## src/design/lsm_map.vh

```
// constants of the logic slice: mode codes, ripple operations, table sizes
// assumes inclusion by bare name from the slice and table modules
`ifndef LSM_MAP_VH
`define LSM_MAP_VH

// ----------------------------------------
// operating modes
// ----------------------------------------
`define LSM_MODE_W 2
`define LSM_MODE_LOGIC 2'h0
`define LSM_MODE_RIPPLE 2'h1
`define LSM_MODE_RAM 2'h2
`define LSM_MODE_ROM 2'h3
`define LSM_MODE_RST 2'h0

// ----------------------------------------
// ripple operations
// ----------------------------------------
`define LSM_OP_W 3
`define LSM_OP_ADD 3'h0
`define LSM_OP_SUB 3'h1
`define LSM_OP_ADDSUB 3'h2
`define LSM_OP_UP 3'h3
`define LSM_OP_DOWN 3'h4
`define LSM_OP_MULT 3'h5

// ----------------------------------------
// table geometry and reset values
// ----------------------------------------
`define LSM_TBL_ADDR_W 4
`define LSM_TBL_DEPTH 16
`define LSM_DATA_W 2
`define LSM_TBL_RST 16'h0000
`define LSM_CNT_RST 2'h0

`endif

```

## src/design/lsm_table16.v

```verilog
// one 16x1 table of the slice: lookup, fixed table or memory bit
// assumes config load and writes come from logic on core_clk
`timescale 1ns/1ps
`include "lsm_map.vh"

module lsm_table16 #(
	parameter ADDR_W = `LSM_TBL_ADDR_W,
	parameter DEPTH = `LSM_TBL_DEPTH
) (
	input wire core_clk,
	input wire sys_rst,
	input wire cfgLoad,
	input wire [DEPTH-1:0] cfgTable,
	input wire wrEn,
	input wire [ADDR_W-1:0] wrAddr,
	input wire wrData,
	input wire [ADDR_W-1:0] rdAddrA,
	input wire [ADDR_W-1:0] rdAddrB,
	output wire rdDataA,
	output wire rdDataB
);

	reg [DEPTH-1:0] bits_q;

	// ----------------------------------------
	// storage: configured table, optional write
	// ----------------------------------------
	always @(posedge core_clk or posedge sys_rst) begin
		if (sys_rst) begin
			bits_q <= `LSM_TBL_RST;
		end else if (cfgLoad) begin
			bits_q <= cfgTable;
		end else if (wrEn) begin
			bits_q[wrAddr] <= wrData;
		end
	end

	// reads are combinational
	assign rdDataA = bits_q[rdAddrA];
	assign rdDataB = bits_q[rdAddrB];

endmodule

```

## src/design/lsm_slice.v

```verilog
// one programmable logic slice: logic, ripple, memory and fixed-table modes
// assumes all inputs come from fabric logic on core_clk; config by cfgLoad
`timescale 1ns/1ps
`include "lsm_map.vh"

// Contract
// - the slice runs in exactly one of four modes, logic, ripple, RAM or ROM.
// - the ramless variant offers logic, ripple and ROM but never RAM.
// - in logic mode each table takes four inputs and gives any function of them.
// - the two tables combine into one five-input lookup function.
// - six to eight input functions are built by cascading slice outputs.
// - ripple mode adds, subtracts, adds or subtracts dynamically, counts and builds multipliers.
// - ripple mode compares A and B for greater-or-equal, not-equal, less-or-equal.
// - ripple mode outputs carry-generate and carry-propagate for chaining.
// - in RAM mode the tables form a 16 word by 2 bit memory, combinable into larger ones.
// - a dual-port 16x2 memory takes two paired slices, a single-port one takes one; the code gives both ports in one slice.
// - in a pair one slice is the read-write port and its companion a read-only port; here one slice has both, port A read-write, port B read-only.
module lsm_slice #(
	parameter HAS_RAM = 1,
	parameter ADDR_W = `LSM_TBL_ADDR_W,
	parameter DEPTH = `LSM_TBL_DEPTH,
	parameter DATA_W = `LSM_DATA_W
) (
	input wire core_clk,
	input wire sys_rst,
	input wire cfgLoad,
	input wire [`LSM_MODE_W-1:0] cfgMode,
	input wire [DEPTH-1:0] cfgTable0,
	input wire [DEPTH-1:0] cfgTable1,
	input wire [ADDR_W-1:0] lutInA,
	input wire [ADDR_W-1:0] lutInB,
	input wire lut5Sel,
	input wire cascIn0,
	input wire cascIn1,
	input wire cascSel,
	input wire [DATA_W-1:0] opA,
	input wire [DATA_W-1:0] opB,
	input wire carryIn,
	input wire [`LSM_OP_W-1:0] arithOp,
	input wire addSubDyn,
	input wire mulBit,
	input wire ramWe,
	input wire [ADDR_W-1:0] ramWrAddr,
	input wire [DATA_W-1:0] ramWrData,
	input wire [ADDR_W-1:0] ramRdAddr,
	output reg [`LSM_MODE_W-1:0] modeOut_q,
	output reg cfgReject_q,
	output reg [DATA_W-1:0] lutOut_q,
	output reg lut5Out_q,
	output reg cascOut_q,
	output reg [DATA_W-1:0] sumOut_q,
	output reg carryOut_q,
	output reg carryGen_q,
	output reg carryProp_q,
	output reg cmpGe_q,
	output reg cmpNe_q,
	output reg cmpLe_q,
	output reg [DATA_W-1:0] cntOut_q,
	output reg [DATA_W-1:0] ramRwData_q,
	output reg [DATA_W-1:0] ramRoData_q
);

	// ----------------------------------------
	// mode selection
	// ----------------------------------------
	reg [`LSM_MODE_W-1:0] mode_d;
	reg reject_d;
	wire ramOk;

	assign ramOk = (HAS_RAM != 0);

	always @* begin
		mode_d = modeOut_q;
		reject_d = cfgReject_q;
		if (cfgLoad) begin
			reject_d = 1'b0;
			case (cfgMode)
			`LSM_MODE_LOGIC: begin
				mode_d = `LSM_MODE_LOGIC;
			end
			`LSM_MODE_RIPPLE: begin
				mode_d = `LSM_MODE_RIPPLE;
			end
			`LSM_MODE_RAM: begin
				if (ramOk) begin
					mode_d = `LSM_MODE_RAM;
				end else begin
					mode_d = `LSM_MODE_LOGIC;
					reject_d = 1'b1;
				end
			end
			`LSM_MODE_ROM: begin
				mode_d = `LSM_MODE_ROM;
			end
			default: begin
				mode_d = `LSM_MODE_RST;
			end
			endcase
		end
	end

	wire isLogic;
	wire isRipple;
	wire isRam;
	wire isRom;

	assign isLogic = (modeOut_q == `LSM_MODE_LOGIC);
	assign isRipple = (modeOut_q == `LSM_MODE_RIPPLE);
	assign isRam = (modeOut_q == `LSM_MODE_RAM) && ramOk;
	assign isRom = (modeOut_q == `LSM_MODE_ROM);

	// ----------------------------------------
	// two tables
	// ----------------------------------------
	wire [ADDR_W-1:0] addrA;
	wire [ADDR_W-1:0] addrB;
	wire [DATA_W-1:0] datA;
	wire [DATA_W-1:0] datB;
	wire wrEn;

	// port A: read-write port, port B: read-only companion port
	assign addrA = isRam ? ramWrAddr : lutInA;
	assign addrB = isRam ? ramRdAddr : lutInB;
	// fixed tables and lookups never write
	assign wrEn = isRam && ramWe && !cfgLoad;

	genvar gi;
	generate
		for (gi = 0; gi < DATA_W; gi = gi + 1) begin : gTbl
			lsm_table16 #(
				.ADDR_W(ADDR_W),
				.DEPTH(DEPTH)
			) uTbl (
				.core_clk(core_clk),
				.sys_rst(sys_rst),
				.cfgLoad(cfgLoad),
				.cfgTable(gi == 0 ? cfgTable0 : cfgTable1),
				.wrEn(wrEn),
				.wrAddr(ramWrAddr),
				.wrData(ramWrData[gi]),
				.rdAddrA(addrA),
				.rdAddrB(addrB),
				.rdDataA(datA[gi]),
				.rdDataB(datB[gi])
			);
		end
	endgenerate

	// ----------------------------------------
	// logic and fixed-table outputs
	// ----------------------------------------
	reg [DATA_W-1:0] lut_d;
	reg five_input_table_d;
	reg casc_d;

	always @* begin
		lut_d = lutOut_q;
		five_input_table_d = lut5Out_q;
		casc_d = cascOut_q;
		if (isLogic || isRom) begin
			lut_d = {datB[1], datA[0]};
			five_input_table_d = lut5Sel ? datA[1] : datA[0];
			casc_d = cascSel ? cascIn1 : cascIn0;
		end
	end

	// ----------------------------------------
	// ripple arithmetic
	// ----------------------------------------
	reg [DATA_W-1:0] bEff;
	reg cinEff;
	reg [DATA_W:0] sum;
	reg [DATA_W-1:0] cnt_d;
	wire [DATA_W-1:0] gBit;
	wire [DATA_W-1:0] pBit;

	always @* begin
		bEff = opB;
		cinEff = carryIn;
		cnt_d = cntOut_q;
		case (arithOp)
		`LSM_OP_ADD: begin
			bEff = opB;
		end
		`LSM_OP_SUB: begin
			bEff = ~opB;
		end
		`LSM_OP_ADDSUB: begin
			bEff = addSubDyn ? ~opB : opB;
		end
		`LSM_OP_MULT: begin
			bEff = opB & {DATA_W{mulBit}};
		end
		default: begin
			bEff = opB;
		end
		endcase
		sum = {1'b0, opA} + {1'b0, bEff} + {{DATA_W{1'b0}}, cinEff};
		if (isRipple && arithOp == `LSM_OP_UP) begin
			cnt_d = cntOut_q + {{(DATA_W-1){1'b0}}, carryIn};
		end else if (isRipple && arithOp == `LSM_OP_DOWN) begin
			cnt_d = cntOut_q - {{(DATA_W-1){1'b0}}, carryIn};
		end
	end

	assign gBit = opA & bEff;
	assign pBit = opA ^ bEff;

	// ----------------------------------------
	// carry terms for chaining
	// ----------------------------------------
	wire [DATA_W:0] genChain;
	wire [DATA_W:0] propChain;

	assign genChain[0] = 1'b0;
	assign propChain[0] = 1'b1;

	genvar ci;
	generate
		for (ci = 0; ci < DATA_W; ci = ci + 1) begin : gCarry
			assign genChain[ci+1] = gBit[ci] |
				(pBit[ci] & genChain[ci]);
			assign propChain[ci+1] = pBit[ci] & propChain[ci];
		end
	endgenerate

	// ----------------------------------------
	// ripple result next values
	// ----------------------------------------
	reg [DATA_W-1:0] sum_d;
	reg carry_d;
	reg gen_d;
	reg prop_d;
	reg ge_d;
	reg ne_d;
	reg le_d;

	always @* begin
		sum_d = sumOut_q;
		carry_d = carryOut_q;
		gen_d = carryGen_q;
		prop_d = carryProp_q;
		ge_d = cmpGe_q;
		ne_d = cmpNe_q;
		le_d = cmpLe_q;
		if (isRipple) begin
			sum_d = sum[DATA_W-1:0];
			carry_d = sum[DATA_W];
			gen_d = genChain[DATA_W];
			prop_d = propChain[DATA_W];
			ge_d = (opA >= opB);
			ne_d = (opA != opB);
			le_d = (opA <= opB);
		end
	end

	// ----------------------------------------
	// memory outputs
	// ----------------------------------------
	reg [DATA_W-1:0] rw_d;
	reg [DATA_W-1:0] ro_d;

	always @* begin
		rw_d = ramRwData_q;
		ro_d = ramRoData_q;
		if (isRam) begin
			rw_d = datA;
			ro_d = datB;
		end
	end

	// ----------------------------------------
	// output registers
	// ----------------------------------------
	always @(posedge core_clk or posedge sys_rst) begin
		if (sys_rst) begin
			modeOut_q <= `LSM_MODE_RST;
			cfgReject_q <= 1'b0;
			lutOut_q <= {DATA_W{1'b0}};
			lut5Out_q <= 1'b0;
			cascOut_q <= 1'b0;
			sumOut_q <= {DATA_W{1'b0}};
			carryOut_q <= 1'b0;
			carryGen_q <= 1'b0;
			carryProp_q <= 1'b0;
			cmpGe_q <= 1'b0;
			cmpNe_q <= 1'b0;
			cmpLe_q <= 1'b0;
			cntOut_q <= `LSM_CNT_RST;
			ramRwData_q <= {DATA_W{1'b0}};
			ramRoData_q <= {DATA_W{1'b0}};
		end else begin
			modeOut_q <= mode_d;
			cfgReject_q <= reject_d;
			lutOut_q <= lut_d;
			lut5Out_q <= five_input_table_d;
			cascOut_q <= casc_d;
			cntOut_q <= cnt_d;
			ramRwData_q <= rw_d;
			ramRoData_q <= ro_d;
			sumOut_q <= sum_d;
			carryOut_q <= carry_d;
			carryGen_q <= gen_d;
			carryProp_q <= prop_d;
			cmpGe_q <= ge_d;
			cmpNe_q <= ne_d;
			cmpLe_q <= le_d;
		end
	end

endmodule

```

## config.mk

```make
export PLATFORM = sky130hd
export DESIGN_NAME = lsm_slice
export DESIGN_NICKNAME = d
export VERILOG_FILES = /design/src/design/lsm_table16.v /design/src/design/lsm_slice.v
export VERILOG_INCLUDE_DIRS = /design/src /design/src/design
export SDC_FILE = /design/constraint.sdc
export NUM_CORES = 1
export LEC_CHECK = 0
export BUFFER_PORTS_ARGS = -buffer_cell sky130_fd_sc_hd__buf_2
export CAP_MARGIN = 20
export CORE_ASPECT_RATIO = 1.75
export CORE_UTILIZATION = 45
export CTS_CLUSTER_DIAMETER = 60
export DETAILED_ROUTE_END_ITERATION = 8
export PLACE_DENSITY_LB_ADDON = 0.1
export SLEW_MARGIN = 20
export SYNTH_ARGS = -nofsm -noshare
export SYNTH_HDL_FRONTEND = slang
export SYNTH_HIERARCHICAL = 1
export SYNTH_SLANG_ARGS = --single-unit
```

## constraint.sdc

```tcl
create_clock -name core_clk -period 2.8 [get_ports core_clk]
set_clock_uncertainty 0.1 [all_clocks]
set_input_delay 0.28 -clock core_clk [delete_from_list [all_inputs] [get_ports core_clk]]
set_output_delay 0.28 -clock core_clk [all_outputs]
set_load 0.005 [all_outputs]
```

## Word level (Yosys, flattened, before mapping)

Cells that the tools add are included.

- Register bits after elaboration: 52
- Bits of input ports: 70

- Add/subtract/negate cells: 4
- Reduce and logical (&&, ||, !) cells: 11
- Order comparisons: 6
- Bitwise gates (word level): 7
- Muxes and demuxes: 25
- Equal/unequal tests: 12

Operators with widths:

| kind | number |
|---|---|
| 16-bit two-way mux | 4 |
| 16-bit bitwise mux | 2 |
| 1-bit binary-select mux with 4-bit select | 4 |
| 4-bit by 5-bit < comparator with 1-bit output (second input constant) | 3 |
| 2-bit equality test (second input constant) | 4 |
| 4-bit two-way mux | 2 |
| 2-bit case mux with 4 select lines | 1 |
| 1-bit two-way mux | 7 |
| 3-bit by 2-bit equality test with 1-bit output (second input constant) | 2 |
| 3-bit equality test (second input constant) | 2 |
| 2-bit two-way mux | 3 |
| 2-bit case mux with 3 select lines | 1 |
| 1-bit logical AND | 5 |
| 2-bit AND | 2 |
| 1-bit demux with 4-bit select | 1 |
| 2-bit by 1-bit equality test with 1-bit output (second input constant) | 2 |
| 4-bit by 1-bit greater-or-equal comparator with 1-bit output (second input constant) | 1 |
| 2-bit logical NOT | 2 |
| 2-bit nonzero test | 2 |
| 2-bit by 2-bit adder with 3-bit output | 1 |
| 3-bit by 1-bit adder with 3-bit output | 1 |
| 3-bit by 1-bit equality test with 1-bit output (second input constant) | 1 |
| 2-bit by 1-bit adder with 2-bit output | 1 |
| 1-bit AND | 2 |
| other kinds (9) | 9 |

## Depth between registers and ports, before layout

Gate-level depths: netlist of the first run.

- Word-level depth: 7
- Gate-level depth with buffers: 9

## By module

The synthesis of the first run kept the hierarchy.

Modules (own cells, without submodules):

| module | cells an instance | area an instance (um^2) | sequential area each (um^2) | instances |
|---|---|---|---|---|
| lsm_table16 | 118 | 1137.3 | 400.4 | 2 |
| lsm_slice | 105 | 1167.4 | 500.5 | 1 |

## Worst setup path before layout of the first run

No wires, ideal clock.

- Kind: register to register
- Start point: register modeOut_q[0]
- End point: register ramRoData_q[1]
- Library setup time: 0.125 ns
- Arrival: 2.240 ns
- Path buffers: 1
- Required time: 2.575 ns
- Period minus slack after synthesis: 2.465 ns
- Cell stages (with the launch flop): 9
- Path slack: 0.335 ns
- Path through: dfrtp_1 > inv_1 > ha_1 > buf_2 > mux2_2 > mux4_1 > mux2i_1 > mux2i_1 > mux2_2

- Cells in the longest elaborated chain, start to end: 4

RTL lines:

| element | RTL line | RTL |
|---|---|---|
| from (decl) | lsm_slice.v:46 | `` output reg [`LSM_MODE_W-1:0] modeOut_q, `` |
| from (signal assigned) | lsm_slice.v:277 | `` modeOut_q <= `LSM_MODE_RST; `` |
| from (signal assigned) | lsm_slice.v:293 | `modeOut_q <= mode_d;` |
| 2-bit equality test (no line) | n/a |  |
| 4-bit two-way mux | lsm_slice.v:123 | `assign addrB = isRam ? ramRdAddr : lutInB;` |
| net addrB[0] | lsm_slice.v:116 | `wire [ADDR_W-1:0] addrB;` |
| 1-bit binary-select mux with 4-bit select | lsm_table16.v:40 | `assign rdDataB = bits_q[rdAddrB];` |
| 1-bit two-way mux (not written as such) | lsm_table16.v:40 |  |
| net datB[1] | lsm_slice.v:118 | `wire [DATA_W-1:0] datB;` |
| to (signal assigned) | lsm_slice.v:291 | `ramRoData_q <= {DATA_W{1'b0}};` |
| to (signal assigned) | lsm_slice.v:300 | `ramRoData_q <= ro_d;` |
| to (decl) | lsm_slice.v:60 | `output reg [DATA_W-1:0] ramRoData_q` |

The timed path passes the listed nets, and every way through them passes these cells. The select of a mux whose other input is x is not followed.
A chain may end at the register's enable or synchronous reset.

## Final worst setup path of the first run

- Start point: register modeOut_q[0]
- End point: register ramRwData_q[0]

- Cells in the longest elaborated chain, start to end: 4

RTL lines:

| element | RTL line | RTL |
|---|---|---|
| 2-bit equality test (no line) | n/a |  |
| 4-bit two-way mux | lsm_slice.v:122 | `assign addrA = isRam ? ramWrAddr : lutInA;` |
| net addrA[0] | lsm_slice.v:115 | `wire [ADDR_W-1:0] addrA;` |
| 1-bit binary-select mux with 4-bit select | lsm_table16.v:39 | `assign rdDataA = bits_q[rdAddrA];` |
| 1-bit two-way mux (not written as such) | lsm_table16.v:39 |  |
| net datA[0] | lsm_slice.v:117 | `wire [DATA_W-1:0] datA;` |
| to (signal assigned) | lsm_slice.v:290 | `ramRwData_q <= {DATA_W{1'b0}};` |
| to (signal assigned) | lsm_slice.v:299 | `ramRwData_q <= rw_d;` |
| to (decl) | lsm_slice.v:59 | `output reg [DATA_W-1:0] ramRwData_q,` |

The timed path passes the listed nets, and every way through them passes these cells. The select of a mux whose other input is x is not followed.

==> impl_metrics.ini, run 1 <==
[run_status]
outcome = completed

[floorplan]
die_h_um = 118
dieWidth_um = 68.1
rows = 41
core_um2 = 7280
dieArea_um2 = 8020
boundaryPins = 91
initial_core_util_pct = 47.3

[worst_setup_path]
path_cells = inv_1, ha_1, mux2_2, mux4_1, mux2i_1, mux2i_1, mux2_2
r2r-start = modeOut_q[0]
critPathBufInv = 1
worstReg2RegEnd = ramRwData_q[0]
slowest_delay_ns = 0.61
worstPathRequired_ns = 2.88
ff2ff_setup_slack_ns = 0.29
path_class = flop to flop
slowest_stage = mux4_1
path_max_fanout = 8
cp_data_arrival_time_ns = 2.59
startpoint_type = flop
crit_family = multiplexers
cp-end-kind = flop
reg2reg_depth = 7

[sta]
rsz0062_at_grt = false
fmax_mhz = 399
hold_ws_ns = 0.0989
setup_tns_ns = 0
max_slew.worst_pin.slew_ns = 0.878
finalSetupViolCount = 0
slew_headroom_pct = 41.4
drv_slew = 0
min_period_ns = 2.51
hold_violations = 0
period_share_pct = 89.5
final.setup.worst_slack_ns = 0.294

[run]
drv_cap = 0

[finish]
area_growth_syn_to_layout_pct = 19.3
num_antenna_cells = 0
drive_gt1_share_pct = 30.0
nets = 504

[power]
total_power_mw = 2.24
power.density_nw_per_um2 = 545
ir_drop_mv = 0.351
p_leak_nw = 1.78

[route]
first_iter_violations = 145
wl_per_cell_um = 17.9
first_pass_iters = 5
antenna_left = 0
via_per_inst = 5.97
drt_wl_total_mm = 9.18
detail_route.drc_violations = 0
vias = 3056

[placement]
portBuffers = 89
gp_routability_congestion = 0.843
hpwl_mm = 7.20
dpl_worst_slack_ns = 0.312

[synth]
ys_ff_latch = 52
seq_area_frac_synth_pct = 37.8
synth_area_um2 = 3440
postSynthCellCount = 341
yosys_warnings = 6
synth_nets = 420
syn_area_per_cell_um2 = 10.1
ys_types = 37

[cts]
cts_made_buffers = 5
htree_num_levels = 2
path_clk_slew_ns = 0.07
clk_latency_ns = 0.29
cts_tree = yes
clockBufferDepth = 2
cts.sinks = 52
cts-root-buf = clkbuf_16
ctsResizeCount = 0

[worst_hold_path]
hold_path.class = primary input to flop
hold_path_depth = 3
worstHoldEndpoint = modeOut_q[1]
min_from = cfgMode[1]

[global_routing]
antenna_found_initial = 0
grt_usage_pct = 23.9
grt_max_degree = 33
gr-total-overflow = 0
grt_pass1_wl_mm = 14.3
grt_pass1_vias = 3028
-- power by group --
| group | leakage, nW | internal (mW) | switching, mW |
|---|---|---|---|
| Sequential | 0.585 | 0.891 | 0.0916 |
| Combinational | 1.13 | 0.332 | 0.298 |
| Clock | 0.0701 | 0.356 | 0.269 |
| Total | 1.78 | 1.58 | 0.659 |
-- worst reg2reg max path, stage by stage (launching register included) --
cell and delay [ns]:
dfrtp_1 0.38, inv_1 0.06, ha_1 0.25, mux2_2 0.39, mux4_1 0.61, mux2i_1 0.17, mux2i_1 0.14, mux2_2 0.28
-- how the worst max path moves through the flow --
stage	endpoint	startpoint	slack, ns	cells past startpoint
detailed placement	ramRwData_q[0]	modeOut_q[0]	0.31	7
finish	ramRwData_q[0]	modeOut_q[0]	0.29	7
CTS	ramRwData_q[0]	modeOut_q[0]	0.30	7
global route	ramRwData_q[1]	modeOut_q[0]	0.21	7
global placement	ramRoData_q[1]	modeOut_q[0]	0.42	7
floorplan	ramRoData_q[1]	modeOut_q[0]	0.33	8
-- stage by stage --
step | utilization [%] | area [µm²] | cells
finish | 56.4 | 4110 | 512
global route | 56.4 | 4110 | 512
CTS | 56.4 | 4110 | 512
detailed placement | 54.2 | 3950 | 503
global placement | 54.2 | 3950 | 503
floorplan | - | 3440 | 341
-- Yosys cell counts (all sizes together) --
library cell  number  area, µm²
a21oi              7       35.0
a22oi              1       7.51
a31oi             34        213
a32o               1       10.0
and2b              1       7.51
and3               2       12.5
and3b              4       35.0
buf                9       47.6
clkbuf             8       30.0
conb               1       3.75
dfrtp             52       1300
fa                 2       40.0
ha                 7       87.6
inv               13       48.8
mux2              19        218
mux2i             15        150
mux4              16        420
nand2              8       30.0
nand2b             5       33.8
nand3             27        135
nand3b             4       30.0
nand4              8       50.1
nor2              42        160
nor2b              5       31.3
nor3b              3       37.5
o21ai             40        204
o221ai             1       15.0
or2                2       12.5
or3b               2       17.5
xnor2              1       8.76
xor2               1       8.76
-- registers in the layout (all words and copies together), names as in the netlist --
name and count:
cmpLe_q 1, lutOut_q 2, carryOut_q 1, cmpGe_q 1, cntOut_q 2, gTbl.uTbl/bits_q 32, carryGen_q 1, lut5Out_q 1
cmpNe_q 1, sumOut_q 2, cascOut_q 1, ramRoData_q 2, ramRwData_q 2, modeOut_q 2, carryProp_q 1
-- repair_timing --
item / 4_1_cts / 5_1_grt
hold endpoints to repair: 19 / 0
setup buffers: 0 / 0
hold buffers: 1 / 0
-- cells by family (layout without fill, tap and decap cells) --
| group | after synthesis | in the layout | synth area share, % |
|---|---|---|---|
| multiplexers | 50 | 50 | 22.9 |
| AND/OR/NAND/NOR | 113 | 113 | 17.2 |
| adder cells (fa/ha/maj) | 9 | 9 | 3.71 |
| other | 1 | 1 | 0.109 |
| AO/OA/AOI/OAI | 84 | 84 | 14.1 |
| flip-flops | 52 | 52 | 37.8 |
| XOR/XNOR | 2 | 2 | 0.509 |
| buffers and inverters | 30 | 115 | 3.67 |
-- cell usage in the layout (no fill, tap or decap), types with 2 or more instances in the layout --
cell        n
buf_2      89
dfrtp_1    52
nor2_1     41
o21ai_0    37
a31oi_1    34
nand3_1    27
mux2_2     18
mux4_1     16
mux2i_1    15
inv_1      13
nand2_1     8
nand4_1     8
a21oi_1     7
ha_1        7
nor2b_1     5
clkbuf_16   5
nand2b_1    4
and3b_1     4
nand3b_1    4
buf_4       4
nor3b_2     3
o21ai_1     2
fa_1        2
and3_1      2
or3b_1      2
or2_2       2
-- layer usage --
layer,global-route usage (%),vias up,part of all wire (%)
met5,0,-,0
met3,3.39,14,4.9
met4,9.38,0,2.6
met1,26.7,1497,38
li1,-,1452,-
met2,42.9,93,54
-- final cells by class --
class	instances	area (µm²)
tap	86	108
timing repair buffer	94	485
multi-input combinational	259	2010
clock inverter	1	7.51
inverter	13	48.8
clock buffer	7	143
sequential	52	1300
fill	691	3180
(Power assumes the default switching activity.)
==> run 2: changes to the inputs <==
CTS_BUF_LIST = sky130_fd_sc_hd__clkbuf_16   (was unset)
==> run 2 against run 1 <==
  * Clock power decreased by 5.3%
  * Fmax up 0.37%
  * Register-to-register slack about the same
  * Global-route usage about the same
  * Hold slack gained 0.0017 ns
  * Routed wire length rose by 0.12%
  * Sequential power about the same
  * Largest cell class unchanged
==> impl_metrics.ini, run 2 (synthesized netlist as in run 1, its figures left out) <==
[run_status]
outcome = completed

[finish]
fin_util_pct = 56.3
nets = 504
final_common_cell = buf_2
mostFrequentLayoutCells = buf_2 (89), dfrtp_1 (52), nor2_1 (41)
num_antenna_cells = 0
drive_gt1_share_pct = 29.8
area_growth_syn_to_layout_pct = 19.0
largest_register_ff_count = 32
top_register = gTbl.uTbl/bits_q

[cts]
cts-root-buf = clkbuf_16
cts_made_buffers = 5
ctsResizeCount = 0
clockBufferDepth = 2
htree_num_levels = 2
path_clk_slew_ns = 0.07
cts_tree = yes
cts.sinks = 52
clk_latency_ns = 0.29

[global_routing]
grt_pass1_wl_mm = 14.4
gr-total-overflow = 0
grt_usage_pct = 23.9
grt_pass1_vias = 3029
grt_max_degree = 33
antenna_found_initial = 0

[worst_setup_path]
worstPathRequired_ns = 2.88
startpoint_type = flop
path_cells = inv_1, ha_1, mux2_2, mux4_1, mux2i_1, mux2i_1, mux2_2
slowest_stage = mux4_1
path_class = flop to flop
path_max_fanout = 8
cp-end-kind = flop
cp_data_arrival_time_ns = 2.58
slowest_delay_ns = 0.61

[floorplan]
dieArea_um2 = 8020
boundaryPins = 91
core_um2 = 7280
rows = 41
initial_core_util_pct = 47.3
die_h_um = 118
dieWidth_um = 68.1

[route]
via_per_inst = 6.05
drt_wl_total_mm = 9.19
detail_route.drc_violations = 0
first_iter_violations = 144
wl_per_cell_um = 18.0
vias = 3096
antenna_left = 0
first_pass_iters = 4

[sta]
drv_slew = 0
finalSetupViolCount = 0
rsz0062_at_grt = false
min_period_ns = 2.50
period_share_pct = 89.2
setup_tns_ns = 0
max_slew.worst_pin.slew_ns = 0.889
hold_violations = 0
slew_headroom_pct = 40.7
fmax_mhz = 400

[placement]
portBuffers = 89
gp_routability_congestion = 0.843
hpwl_mm = 7.20

[worst_hold_path]
hold_path.class = primary input to flop

[power]
p_leak_nw = 1.78
ir_drop_mv = 0.352
power.density_nw_per_um2 = 538

[run]
drv_cap = 0
-- run 2: changes by cell type in the layout (fill, tap and decap cells not counted), sizes merged --
| cell | delta |
|---|---|
| clkbuf | -2 |
| clkinv | +1 |
| inv | +1 |
-- run 2: final cells by class --
cell class | count | area [µm²]
Clock buffer | 5 | 125
Multi-Input combinational cell | 259 | 2010
Inverter | 13 | 48.8
Clock inverter | 3 | 15.0
Sequential cell | 52 | 1300
Fill cell | 690 | 3190
Tap cell | 86 | 108
Timing Repair Buffer | 94 | 485
-- run 2: final timing paths --
| check | slack (ns) | cells after the start | endpoint | from |
|---|---|---|---|---|
| setup reg to reg | 0.30 | 7 | ramRwData_q[0] | modeOut_q[0] |
| hold / removal | 0.10 | 3 | modeOut_q[1] | cfgMode[1] |
| hold reg to reg | 0.37 | 1 | cntOut_q[1] | cntOut_q[1] |
| max in group asynchronous | 1.50 | 3 | carryOut_q | sys_rst |
| setup / recovery | 0.30 | 7 | ramRwData_q[0] | modeOut_q[0] |
| min in group asynchronous | 0.53 | 3 | gTbl[0].uTbl/bits_q[9] | sys_rst |
-- run 2: through the flow --
step | cells | power (mW) | setup slack [ns] | hold WS (ns) | cell area [µm²]
floorplan | 341 | 1.36 | 0.335 | 0.0937 | 3440
global placement | 503 | 1.61 | 0.415 | 0.321 | 3950
detailed placement | 503 | 1.63 | 0.312 | 0.310 | 3950
CTS | 512 | 2.23 | 0.302 | 0.0954 | 4100
global route | 512 | 2.33 | 0.208 | 0.123 | 4100
finish | 512 | 2.21 | 0.303 | 0.101 | 4100
-- run 2: critical path, delay by kind of cell (launching register included) --
kind	cells	cell delay, ns
DFF	1	0.38
buffers and inverters	1	0.06
muxes	5	1.59
adders and majority gates	1	0.25
-- run 2: where the power goes --
group	switching (mW)	leakage [nW]	internal, mW
clock	0.267	0.0687	0.325
combinational	0.299	1.13	0.332
sequential	0.0916	0.585	0.891
total	0.658	1.78	1.55
-- run 2: metal layers --
metal  vias up  track usage [%]  part of all wire [%]
met2       113             43.3                    54
li1       1452                -                     -
met3        13             3.39                   5.1
met4         0             8.46                   2.3
met5         -                0                     0
met1      1518             26.6                    38
-- run 2: repair_timing --
item                                   in CTS  in global routing
buffers inserted                            0                  0
endpoints found under the hold margin      14                  0
hold buffers                                1                  0
